`src/rsw_pkg.sv`:
```
package rsw_pkg;

  // ==========================================================
  // Timing in half oscillator periods
  // ==========================================================
  localparam logic [10:0] HOP_LONG_MIN   = 11'h408;  // Long pulse when above this
  localparam logic [10:0] HOP_SHORT_MIN  = 11'h004;  // Short pulse when above this
  localparam logic [10:0] HOP_PULSE_SAT  = 11'h409;  // Saturation of pulse count
  localparam logic [10:0] HOP_DETECT     = 11'h00c;  // Hold cancel and abort phase
  localparam logic [10:0] HOP_SEQ        = 11'h400;  // Internal sequence length
  localparam logic [10:0] HOP_LATCH_FAST = 11'h006;  // Latch delay, bypass with prescaler
  localparam logic [10:0] HOP_LATCH_SLOW = 11'h008;  // Latch delay otherwise

  // ==========================================================
  // Register word indexes (byte address = index * 4)
  // ==========================================================
  localparam logic [2:0] REG_SYSCFG  = 3'h0;
  localparam logic [2:0] REG_WDCTL   = 3'h1;
  localparam logic [2:0] REG_CMD     = 3'h2;
  localparam logic [2:0] REG_STATUS  = 3'h3;
  localparam logic [2:0] REG_WDCOUNT = 3'h4;
  localparam logic [2:0] REG_CONFIG  = 3'h5;

  // ==========================================================
  // Field positions
  // ==========================================================
  localparam int unsigned SYSCFG_BDR_BIT  = 5;
  localparam int unsigned WDCTL_PRESC_BIT = 0;
  localparam int unsigned WDCTL_REL_LSB   = 8;
  localparam int unsigned CMD_SOFT_BIT    = 0;
  localparam int unsigned CMD_END_OF_INIT_INSTR_BIT   = 1;
  localparam int unsigned CMD_SERVICE_BIT = 2;
  localparam int unsigned CMD_WDDIS_BIT   = 3;
  localparam int unsigned STAT_WDEN_BIT   = 3;
  localparam int unsigned STAT_INIT_BIT   = 4;
  localparam int unsigned STAT_ROUT_BIT   = 5;
  localparam int unsigned STAT_ST_LSB     = 8;

  // ==========================================================
  // Values
  // ==========================================================
  localparam logic [23:0] RESTART_ADDR   = 24'h000000;
  localparam logic [15:0] CFG_RESET      = 16'hffff;  // Port pins pulled high
  localparam logic [15:0] CFG_SOFT_LATCH = 16'h1f00;  // Bits 12..8 relatched
  localparam logic [15:0] CFG_SOFT_KEEP  = 16'he003;  // Bits 7..2 cleared
  localparam logic [7:0]  WD_RELOAD_RST  = 8'h00;
  localparam logic [6:0]  WD_DIV_LO_M1   = 7'h01;     // Divide by 2
  localparam logic [6:0]  WD_DIV_HI_M1   = 7'h7f;     // Divide by 128

  typedef enum logic [2:0] {
    ST_RUN       = 3'b000,
    ST_DETECT    = 3'b001,
    ST_SEQ       = 3'b011,
    ST_WAIT_HIGH = 3'b010,
    ST_LATCH     = 3'b110
  } rsw_state_e;

  typedef enum logic [2:0] {
    CAUSE_POWER_ON = 3'h0,
    CAUSE_LONG_HW  = 3'h1,
    CAUSE_SHORT_HW = 3'h2,
    CAUSE_WATCHDOG = 3'h3,
    CAUSE_SOFTWARE = 3'h4
  } rsw_cause_e;

endpackage

```
`src/rsw_reset_sequencer.sv`:
```
// Design decisions made here: the register offsets and the Avalon-MM register port.
`timescale 1ns/1ps
`default_nettype none

// How it works
// - Low pulse over 1032 half periods is long; over 4 up to 1032 short.
// - Reset pin low with async select low forces asynchronous reset at once.
// - Async reset: reset out low, abort, tristate, config pulled high, then wait for reset pin high.
// - Async reset detection is combinational, needs no running clock.
// - On release: latch config, strobes idle, restart at address zero.
// - Latch 6 half periods after release if bypass with prescaler, else 8.
// - Reset pin low with async select high starts a warm reset.
// - Warm reset: tristate, reset out low, 12 half periods cancel and abort.
// - Pin pulldown during reset only if enable bit 5 set; cleared after.
// - Sequence runs 1024 half periods, then waits for reset pin high.
// - Async select falling during warm reset switches to async reset only while the reset pin is still low.
// - Software reset runs the warm sequence; relatch 12..8, clear 7..2.
// - Watchdog on after reset; disable works only before end of init.
// - Watchdog overflow starts internal reset and pulls reset out low.
// - Watchdog is 16 bits, clock divided by 2 or by 128.
// - Each service reloads the counter high byte from the reload value.
// - Reset out stays low until end of init, then goes high.
// - Watchdog reset end: relatch config 12..8, clear 7..2.
module rsw_reset_sequencer #(
  parameter int unsigned HOP_DIV = 1  // Clocks per half oscillator period
) (
  input  wire logic        ref_clk_i,
  input  wire logic        rst_n_i,
  input  wire logic        reset_in_n_i,
  output logic             reset_in_n_o,
  output logic             reset_in_n_oe_n_o,
  input  wire logic        async_sel_i,
  input  wire logic [15:0] config_port_i,
  input  wire logic        pll_bypass_presc_i,
  input  wire logic [4:0]  avs_address_i,
  input  wire logic        avs_read_i,
  input  wire logic        avs_write_i,
  input  wire logic [31:0] avs_writedata_i,
  input  wire logic [3:0]  avs_byteenable_i,
  output logic [31:0]      avs_readdata_o,
  output logic             avs_waitrequest_o,
  output logic             reset_out_n_o,
  output logic             core_reset_o,
  output logic             hold_cancel_o,
  output logic             bus_abort_o,
  output logic             io_tristate_o,
  output logic             config_pullup_o,
  output logic             strobes_idle_o,
  output logic             restart_o,
  output logic [23:0]      restart_addr_o,
  output logic [15:0]      config_latched_o
);

  // ==========================================================
  // Asynchronous reset path
  // ==========================================================
  logic arst_n;
  // Pins gate the reset directly, no clock involved
  assign arst_n = rst_n_i & (reset_in_n_i | async_sel_i);

  // ==========================================================
  // Pin synchronisers
  // ==========================================================
  logic [2:0]  pin_meta_r;
  logic [2:0]  pin_sync_r;
  logic [15:0] cfg_meta_r;
  logic [15:0] cfg_sync_r;
  logic        rin_s;
  logic        asel_s;
  logic        bypass_s;

  // Two stages before any logic except the async reset path looks at the pins or the config port
  always_ff @(posedge ref_clk_i or negedge rst_n_i) begin
    if (!rst_n_i) begin
      pin_meta_r <= 3'b011;  // Idle pin levels, no false edge after reset
      pin_sync_r <= 3'b011;
      cfg_meta_r <= rsw_pkg::CFG_RESET;
      cfg_sync_r <= rsw_pkg::CFG_RESET;
    end else begin
      pin_meta_r <= {pll_bypass_presc_i, async_sel_i, reset_in_n_i};
      pin_sync_r <= pin_meta_r;
      cfg_meta_r <= config_port_i;
      cfg_sync_r <= cfg_meta_r;
    end
  end
  assign rin_s    = pin_sync_r[0];
  assign asel_s   = pin_sync_r[1];
  assign bypass_s = pin_sync_r[2];

  // ==========================================================
  // Half oscillator period tick
  // ==========================================================
  logic [15:0] hop_div_r;
  logic        hop_tick;
  assign hop_tick = (hop_div_r == 16'(HOP_DIV - 1));

  always_ff @(posedge ref_clk_i or negedge rst_n_i) begin
    if (!rst_n_i) begin
      hop_div_r <= 16'h0000;
    end else begin
      hop_div_r <= hop_tick ? 16'h0000 : hop_div_r + 16'h0001;
    end
  end

  // ==========================================================
  // Pulse measurement and cause
  // ==========================================================
  logic [10:0]         pulse_cnt_r;
  logic                rin_prev_r;
  rsw_pkg::rsw_cause_e cause_r;
  logic                rin_rise;
  assign rin_rise = rin_s & ~rin_prev_r;

  // Counts low time in half periods, survives the async reset
  always_ff @(posedge ref_clk_i or negedge rst_n_i) begin
    if (!rst_n_i) begin
      pulse_cnt_r <= 11'h000;
      rin_prev_r  <= 1'b1;
    end else begin
      rin_prev_r <= rin_s;
      if (rin_s) begin
        pulse_cnt_r <= 11'h000;
      end else if (hop_tick && pulse_cnt_r != rsw_pkg::HOP_PULSE_SAT) begin
        pulse_cnt_r <= pulse_cnt_r + 11'h001;
      end
    end
  end

  // ==========================================================
  // Sequencer state machine
  // ==========================================================
  rsw_pkg::rsw_state_e state_r;
  logic [10:0]         seq_cnt_r;
  logic                partial_r;
  logic                bdr_active_r;
  logic                soft_req;
  logic                wd_ovf;
  logic                warm_req;
  logic                int_req;
  logic [10:0]         latch_delay;

  assign warm_req    = ~rin_s & asel_s & (pulse_cnt_r > rsw_pkg::HOP_SHORT_MIN);
  assign int_req     = soft_req | wd_ovf;
  assign latch_delay = bypass_s ? rsw_pkg::HOP_LATCH_FAST : rsw_pkg::HOP_LATCH_SLOW;

  logic bdr_en_r;

  // Warm, software and watchdog resets share one sequence
  always_ff @(posedge ref_clk_i or negedge arst_n) begin
    if (!arst_n) begin
      state_r      <= rsw_pkg::ST_WAIT_HIGH;
      seq_cnt_r    <= 11'h000;
      partial_r    <= 1'b0;
      bdr_active_r <= 1'b0;
    end else begin
      unique case (state_r)
        rsw_pkg::ST_RUN: begin
          seq_cnt_r <= 11'h000;
          if (warm_req || int_req) begin
            state_r      <= rsw_pkg::ST_DETECT;
            partial_r    <= ~warm_req;
            bdr_active_r <= bdr_en_r;
          end
        end
        rsw_pkg::ST_DETECT: begin
          if (hop_tick) begin
            if (seq_cnt_r == rsw_pkg::HOP_DETECT - 11'h001) begin
              seq_cnt_r <= 11'h000;
              state_r   <= rsw_pkg::ST_SEQ;
            end else begin
              seq_cnt_r <= seq_cnt_r + 11'h001;
            end
          end
        end
        rsw_pkg::ST_SEQ: begin
          if (hop_tick) begin
            if (seq_cnt_r == rsw_pkg::HOP_SEQ - 11'h001) begin
              seq_cnt_r    <= 11'h000;
              bdr_active_r <= 1'b0;
              state_r      <= rsw_pkg::ST_WAIT_HIGH;
            end else begin
              seq_cnt_r <= seq_cnt_r + 11'h001;
            end
          end
        end
        rsw_pkg::ST_WAIT_HIGH: begin
          seq_cnt_r <= 11'h000;
          if (rin_s) begin
            state_r <= rsw_pkg::ST_LATCH;
          end
        end
        rsw_pkg::ST_LATCH: begin
          if (!rin_s) begin
            state_r <= rsw_pkg::ST_WAIT_HIGH;
          end else if (hop_tick) begin
            if (seq_cnt_r == latch_delay - 11'h001) begin
              state_r <= rsw_pkg::ST_RUN;
            end else begin
              seq_cnt_r <= seq_cnt_r + 11'h001;
            end
          end
        end
        default: begin
          state_r <= rsw_pkg::ST_WAIT_HIGH;
        end
      endcase
    end
  end

  logic seq_done;
  assign seq_done = (state_r == rsw_pkg::ST_LATCH) & rin_s & hop_tick
                  & (seq_cnt_r == latch_delay - 11'h001);

  // Reset cause follows classification and sequence entry
  always_ff @(posedge ref_clk_i or negedge rst_n_i) begin
    if (!rst_n_i) begin
      cause_r <= rsw_pkg::CAUSE_POWER_ON;
    end else if (!rin_s && !asel_s) begin
      cause_r <= rsw_pkg::CAUSE_LONG_HW;
    end else if (rin_rise && pulse_cnt_r > rsw_pkg::HOP_LONG_MIN) begin
      cause_r <= rsw_pkg::CAUSE_LONG_HW;
    end else if (state_r == rsw_pkg::ST_RUN && warm_req) begin
      cause_r <= rsw_pkg::CAUSE_SHORT_HW;  // Upgraded at release if long
    end else if (state_r == rsw_pkg::ST_RUN && wd_ovf) begin
      cause_r <= rsw_pkg::CAUSE_WATCHDOG;
    end else if (state_r == rsw_pkg::ST_RUN && soft_req) begin
      cause_r <= rsw_pkg::CAUSE_SOFTWARE;
    end
  end

  // ==========================================================
  // Reset side effects
  // ==========================================================
  logic in_reset_r;
  logic abort_r;
  logic rout_n_r;
  logic init_done_r;
  logic restart_r;
  logic end_of_init_instr_req;

  // Forced at once by the async reset, released by the sequence; reset out only by end of init
  always_ff @(posedge ref_clk_i or negedge arst_n) begin
    if (!arst_n) begin
      in_reset_r <= 1'b1;
      abort_r    <= 1'b1;
      rout_n_r   <= 1'b0;
      restart_r  <= 1'b0;
    end else begin
      in_reset_r <= (state_r != rsw_pkg::ST_RUN) | warm_req | int_req;
      abort_r    <= (state_r == rsw_pkg::ST_DETECT) | warm_req | int_req;
      restart_r  <= seq_done;
      if (warm_req || int_req || state_r != rsw_pkg::ST_RUN) begin
        rout_n_r <= 1'b0;
      end else if (end_of_init_instr_req) begin
        rout_n_r <= 1'b1;
      end
    end
  end

  // End of init flag, cleared by every reset
  always_ff @(posedge ref_clk_i or negedge arst_n) begin
    if (!arst_n) begin
      init_done_r <= 1'b0;
    end else if (state_r != rsw_pkg::ST_RUN) begin
      init_done_r <= 1'b0;
    end else if (end_of_init_instr_req) begin
      init_done_r <= 1'b1;
    end
  end

  // Configuration latch at sequence end
  always_ff @(posedge ref_clk_i or negedge arst_n) begin
    if (!arst_n) begin
      config_latched_o <= rsw_pkg::CFG_RESET;
      restart_addr_o   <= rsw_pkg::RESTART_ADDR;
    end else if (seq_done) begin
      restart_addr_o <= rsw_pkg::RESTART_ADDR;
      if (partial_r) begin
        config_latched_o <= (cfg_sync_r & rsw_pkg::CFG_SOFT_LATCH)
                          | (config_latched_o & rsw_pkg::CFG_SOFT_KEEP);
      end else begin
        config_latched_o <= cfg_sync_r;
      end
    end
  end

  assign core_reset_o      = in_reset_r;
  assign io_tristate_o     = in_reset_r;
  assign config_pullup_o   = in_reset_r;
  assign strobes_idle_o    = in_reset_r;
  assign hold_cancel_o     = abort_r;
  assign bus_abort_o       = abort_r;
  assign reset_out_n_o     = rout_n_r;
  assign restart_o         = restart_r;
  assign reset_in_n_o      = 1'b0;
  // Pulldown only when enabled at entry, dropped before the wait for high
  assign reset_in_n_oe_n_o = ~(bdr_active_r &
                               ((state_r == rsw_pkg::ST_DETECT) |
                                (state_r == rsw_pkg::ST_SEQ)));

  // ==========================================================
  // Watchdog
  // ==========================================================
  logic [15:0] wd_cnt_r;
  logic [6:0]  wd_presc_r;
  logic        wd_en_r;
  logic [7:0]  wd_reload_r;
  logic        wd_sel_r;
  logic        wd_service;
  logic        wd_disable;
  logic        wd_step;

  assign wd_step = ((wd_presc_r & (wd_sel_r ? rsw_pkg::WD_DIV_HI_M1 : rsw_pkg::WD_DIV_LO_M1))
                   == (wd_sel_r ? rsw_pkg::WD_DIV_HI_M1 : rsw_pkg::WD_DIV_LO_M1));
  assign wd_ovf  = wd_en_r & wd_step & (wd_cnt_r == 16'hffff) & (state_r == rsw_pkg::ST_RUN);

  // Counter cleared and held at zero while the sequence runs
  always_ff @(posedge ref_clk_i or negedge arst_n) begin
    if (!arst_n) begin
      wd_cnt_r   <= 16'h0000;
      wd_presc_r <= 7'h00;
      wd_en_r    <= 1'b1;
    end else if (state_r != rsw_pkg::ST_RUN) begin
      wd_cnt_r   <= 16'h0000;
      wd_presc_r <= 7'h00;
      wd_en_r    <= 1'b1;
    end else begin
      wd_presc_r <= wd_presc_r + 7'h01;
      if (wd_disable && !init_done_r) begin
        wd_en_r <= 1'b0;
      end
      if (wd_service) begin
        wd_cnt_r <= {wd_reload_r, 8'h00};
      end else if (wd_en_r && wd_step) begin
        wd_cnt_r <= wd_cnt_r + 16'h0001;
      end
    end
  end

  // ==========================================================
  // Avalon-MM slave
  // ==========================================================
  logic        ack_r;
  logic        wr_go;
  logic [2:0]  widx;
  logic [31:0] rd_mux;

  assign widx              = avs_address_i[4:2];
  assign avs_waitrequest_o = (avs_read_i | avs_write_i) & ~ack_r;
  assign wr_go             = avs_write_i & ack_r;
  assign soft_req   = wr_go & avs_byteenable_i[0] & (widx == rsw_pkg::REG_CMD)
                    & avs_writedata_i[rsw_pkg::CMD_SOFT_BIT];
  assign end_of_init_instr_req  = wr_go & avs_byteenable_i[0] & (widx == rsw_pkg::REG_CMD)
                    & avs_writedata_i[rsw_pkg::CMD_END_OF_INIT_INSTR_BIT];
  assign wd_service = wr_go & avs_byteenable_i[0] & (widx == rsw_pkg::REG_CMD)
                    & avs_writedata_i[rsw_pkg::CMD_SERVICE_BIT];
  assign wd_disable = wr_go & avs_byteenable_i[0] & (widx == rsw_pkg::REG_CMD)
                    & avs_writedata_i[rsw_pkg::CMD_WDDIS_BIT];

  // One wait cycle per access
  always_ff @(posedge ref_clk_i or negedge rst_n_i) begin
    if (!rst_n_i) begin
      ack_r <= 1'b0;
    end else begin
      ack_r <= (avs_read_i | avs_write_i) & ~ack_r;
    end
  end

  // Writable configuration, enable bit cleared by every sequence
  always_ff @(posedge ref_clk_i or negedge arst_n) begin
    if (!arst_n) begin
      bdr_en_r    <= 1'b0;
      wd_reload_r <= rsw_pkg::WD_RELOAD_RST;
      wd_sel_r    <= 1'b0;
    end else if (state_r != rsw_pkg::ST_RUN) begin
      bdr_en_r <= 1'b0;
    end else if (wr_go) begin
      if (widx == rsw_pkg::REG_SYSCFG && avs_byteenable_i[0]) begin
        bdr_en_r <= avs_writedata_i[rsw_pkg::SYSCFG_BDR_BIT];
      end
      if (widx == rsw_pkg::REG_WDCTL && avs_byteenable_i[0]) begin
        wd_sel_r <= avs_writedata_i[rsw_pkg::WDCTL_PRESC_BIT];
      end
      if (widx == rsw_pkg::REG_WDCTL && avs_byteenable_i[1]) begin
        wd_reload_r <= avs_writedata_i[rsw_pkg::WDCTL_REL_LSB +: 8];
      end
    end
  end

  // Read decode, unmapped words read zero
  always_comb begin
    rd_mux = 32'h0000_0000;
    unique case (widx)
      rsw_pkg::REG_SYSCFG:  rd_mux[rsw_pkg::SYSCFG_BDR_BIT] = bdr_en_r;
      rsw_pkg::REG_WDCTL: begin
        rd_mux[rsw_pkg::WDCTL_PRESC_BIT]     = wd_sel_r;
        rd_mux[rsw_pkg::WDCTL_REL_LSB +: 8] = wd_reload_r;
      end
      rsw_pkg::REG_STATUS: begin
        rd_mux[2:0]                        = cause_r;
        rd_mux[rsw_pkg::STAT_WDEN_BIT]     = wd_en_r;
        rd_mux[rsw_pkg::STAT_INIT_BIT]     = init_done_r;
        rd_mux[rsw_pkg::STAT_ROUT_BIT]     = rout_n_r;
        rd_mux[rsw_pkg::STAT_ST_LSB +: 3] = state_r;
      end
      rsw_pkg::REG_WDCOUNT: rd_mux[15:0] = wd_cnt_r;
      rsw_pkg::REG_CONFIG:  rd_mux[15:0] = config_latched_o;
      default:              rd_mux = 32'h0000_0000;
    endcase
  end

  // Read data captured in the wait cycle
  always_ff @(posedge ref_clk_i or negedge rst_n_i) begin
    if (!rst_n_i) begin
      avs_readdata_o <= 32'h0000_0000;
    end else if (avs_read_i && !ack_r) begin
      avs_readdata_o <= rd_mux;
    end
  end

endmodule // rsw_reset_sequencer

`default_nettype wire

```
`config.mk`:
```
export PLATFORM = sky130hd
export DESIGN_NAME = rsw_reset_sequencer
export DESIGN_NICKNAME = d
export VERILOG_FILES = /design/src/rsw_pkg.sv /design/src/rsw_reset_sequencer.sv
export SDC_FILE = /design/constraint.sdc
export NUM_CORES = 1
export LEC_CHECK = 0
export BUFFER_PORTS_ARGS = -buffer_cell sky130_fd_sc_hd__buf_2
export CORE_MARGIN = 1.5
export CORE_UTILIZATION = 60
export DETAILED_ROUTE_END_ITERATION = 10
export HOLD_SLACK_MARGIN = 0.08
export MAX_ROUTING_LAYER = met4
export PLACE_DENSITY_LB_ADDON = 0.1
export SETUP_SLACK_MARGIN = 0.3
export SLEW_MARGIN = 20
export SYNTH_ARGS = -nofsm -noshare
export SYNTH_HDL_FRONTEND = slang
export SYNTH_SLANG_ARGS = --single-unit
```
`constraint.sdc`:
```
create_clock -name ref_clk_i -period 6.7 [get_ports ref_clk_i]
set_clock_uncertainty 0.1 [all_clocks]
set_input_delay 0.335 -clock ref_clk_i [delete_from_list [all_inputs] [get_ports ref_clk_i]]
set_output_delay 0.335 -clock ref_clk_i [all_outputs]
set_load 0.05 [all_outputs]
```
==> flow_metrics.tcl <==
set metrics [dict create \
    outcome "completed" \
    fin_crit_ns 2.938 \
    synth_seq_cells 157 \
    gr-total-overflow 0 \
    fin_ws_ns 3.762 \
    combPwrFrac 0.180 \
    report.final.slew_viol_count 0 \
    cp_max_fo 18 \
    tightestPinTransition_ns 1.087 \
    power_frac_seq 0.429 \
    clk_pin_slew_worst_paths_ns 0.06 \
    dieArea_um2 13010 \
    drt-total-wl_mm 17.02 \
    pwr-share-clk 0.390 \
    ios 147 \
    slew_headroom 0.2690 \
    areaGrowthSynthToFinish_pct 17.24 \
    layout-drive-gt1-share 0.2559 \
    route.detailed.drc 0 \
    min_path_type "primary input to register" \
    setup_violations 0 \
    wl_per_cell_um 17.88 \
    power_leakage_nw 3.874 \
    fp.coreArea_um2 12010 \
    syn-cell-area_um2 7401 \
    critPathRequiredTime_ns 6.96 \
    gp_congestion 0.8409 \
    sw_frac_of_total 0.3096 \
    peakVddDrop_uv 210.0 \
    cts_buffers 17 \
    place_ws_ns 3.781 \
    worstSetupEndpointType "register" \
    rrSetupSlack_ns 3.76 \
    critPathArrivalTime_ns 3.19 \
    start_kind "register" \
    cts_root_buf "clkbuf_16" \
    stdcell_count 952 \
    maxCapViolations 0 \
    synth_cell_type_count 61 \
    synth.avg_cell_area_um2 10.71 \
    fin_nets 864 \
    drt_first_pass_iters 5 \
    antenna_found_initial 0 \
    synth_edf_count 0 \
    antenna_cells 0 \
    netSwitchingPower_mw 0.7956 \
    crit_start "hop_div_r[0]" \
    fmax_mhz 340.4 \
    worst-setup-path-type "register to register" \
    start_util 0.6161 \
    regToRegStartpoint "hop_div_r[0]" \
    die_x_um 114.1 \
    first_global_vias 5562 \
    grt_pass1_wl_mm 27.82 \
    drtAntennaViolNets 0 \
    syn_inst 691 \
    worstSetupEndpoint "config_latched_o[15]" \
    synthArstFlopShare 1.000 \
    finalSetupTns_ns 0 \
    final_util 0.7224 \
    dr.first_iter.drc_count 340 \
    hold_viol 0 \
    cts_tree "yes" \
    grt_max_degree 72 \
    hold_path_depth 3 \
    io_buffers 82 \
    hold_ws_ns 0.1024 \
    dp_hpwl_mm 11.02 \
    track_usage 0.2857 \
    period_share 0.4385 \
    placed_cells 889 \
    die_h_um 114.1 \
    rsz0062_at_grt "no" \
    clock_latency_ns 0.43 \
    clockBufferDepth 2 \
    worstReg2RegEnd "config_latched_o[15]" \
    yosysSeqAreaShare 0.5405 \
    p_int_mw 1.774 \
    h-tree-depth 4 \
    yosys_most_used_dff "dfrtp_1" \
    cts_sinks 157 \
    p_per_area_nw_per_um2 296.1 \
    via_per_inst 5.813 \
    vias 5534 \
    rows 40 \
    worstRegToRegCells 7 \
    yosys_warnings 0 \
    post_cts_buffers 0 \
]
routing by layer:
metal,track usage,part of all wire,vias to the layer above
li1,-,-,2547
met1,0.3513,0.40,2760
met2,0.4586,0.51,188
met3,0.06511,0.052,39
met4,0.1208,0.033,0
met5,-,0,-
power by group through the flow:
stage / logic (mW) / clock network, mW / registers (mW)
floorplan: 0.341 / 0 / 1.13
global placement: 0.435 / 0 / 1.11
detailed placement: 0.442 / 0 / 1.12
CTS: 0.460 / 1.01 / 1.10
global route: 0.505 / 1.05 / 1.11
finish: 0.463 / 1.00 / 1.10
worst min path at each step:
stage | from | to | slack (ns)
6_report | avs_writedata_i[1] | init_done_r | 0.10
5_1_grt | avs_write_i | ack_r | 0.12
4_1_cts | avs_writedata_i[1] | init_done_r | 0.09
3_5_place_dp | rst_n_i | pin_sync_r[2] | 0.18
3_3_place_gp | rst_n_i | pin_sync_r[2] | 0.17
2_1_floorplan | rst_n_i | ack_r | -0.06
placed cells by master, fill, tap and decap left out, drive strengths merged, types with 7 or more instances in the layout:
master and n:
and4 11, nand2 58, xnor2 25, dfrtp 100, and3 7, and2 7
nand2b 14, clkbuf 23, dfstp 57, nor2 54, inv 15, conb 41
nor4 14, mux2i 14, nand4 21, o21ai 41, ha 8, buf 85
nand3 24, a21oi 29, nor3 12, xor2 18, dlygate4sd3 30, mux2 21
critical path, cell delays in order (launching register included):
cell	delay, ns
dfrtp_1	0.43
inv_1	0.08
ha_1	0.18
nor4b_1	0.29
and4_1	0.65
nand4_4	0.47
nor2_4	0.31
mux2_2	0.37
layout make-up:
class | count | area [um2]
Clock buffer | 23 | 543.0
Clock inverter | 9 | 93.84
Fill cell | 874 | 3334
Inverter | 15 | 56.30
Multi-Input combinational cell | 486 | 3044
Sequential cell | 157 | 4000
Tap cell | 147 | 183.9
Timing Repair Buffer | 115 | 755.7
stage by stage:
step	power (mW)	cell area [um2]
6_report	2.569	8677
3_5_place_dp	1.559	7712
3_3_place_gp	1.549	7712
5_1_grt	2.672	8677
4_1_cts	2.577	8650
2_1_floorplan	1.472	7551
synth_stat cells, drive strengths merged, types with 2 or more instances:
cell | n | share of area
nand4 | 21 | 0.020
nor2b | 4 | 0.0034
nor2 | 54 | 0.028
a21o | 2 | 0.0020
nor4 | 14 | 0.016
and2 | 7 | 0.0059
o2bb2a | 2 | 0.0027
o21ai | 41 | 0.028
mux2 | 21 | 0.032
nor3 | 12 | 0.0081
a31oi | 4 | 0.0034
nand4b | 3 | 0.0036
nor4b | 2 | 0.0024
nand2b | 14 | 0.012
nand2 | 58 | 0.029
inv | 14 | 0.0071
dfrtp | 100 | 0.34
nor3b | 2 | 0.0020
nand3b | 3 | 0.0030
o41ai | 2 | 0.0024
o31ai | 6 | 0.0061
o22a | 2 | 0.0024
nand3 | 24 | 0.016
a21oi | 29 | 0.020
and4 | 11 | 0.013
or2 | 2 | 0.0017
or4 | 5 | 0.0056
a22o | 6 | 0.0071
a41oi | 2 | 0.0024
xnor2 | 25 | 0.030
buf | 52 | 0.051
ha | 8 | 0.014
o22ai | 2 | 0.0017
and3 | 7 | 0.0059
xor2 | 18 | 0.021
dfstp | 57 | 0.20
clkbuf | 21 | 0.011
mux2i | 14 | 0.019
a22oi | 6 | 0.0061
flip-flops by register name (all words and copies together), names as in the netlist, 3 cells and up:
register          flops
avs_readdata_o       16
wd_presc_r            7
wd_reload_r           8
cfg_meta_r           16
state_r               3
seq_cnt_r            11
cfg_sync_r           16
pulse_cnt_r          11
hop_div_r            16
pin_meta_r            3
config_latched_o     16
cause_r               3
pin_sync_r            3
wd_cnt_r             16
what timing repair did:
| action | in CTS | in global routing |
|---|---|---|
| endpoints found under the hold margin | 55 | 0 |
| resized for setup | 0 | 0 |
| hold buffers | 30 | 0 |
logic make-up after synthesis:
group                      synth area share
and+or+nand+nor                      0.1792
DFF                                  0.5405
AOI/OAI and AO/OA                   0.09501
buffers and inverters               0.06948
xor gates and xnor gates            0.05089
muxes                               0.05089
adders and majority gates           0.01353
other                             0.0005067
No activity file was read; power rests on OpenSTA's default activity.
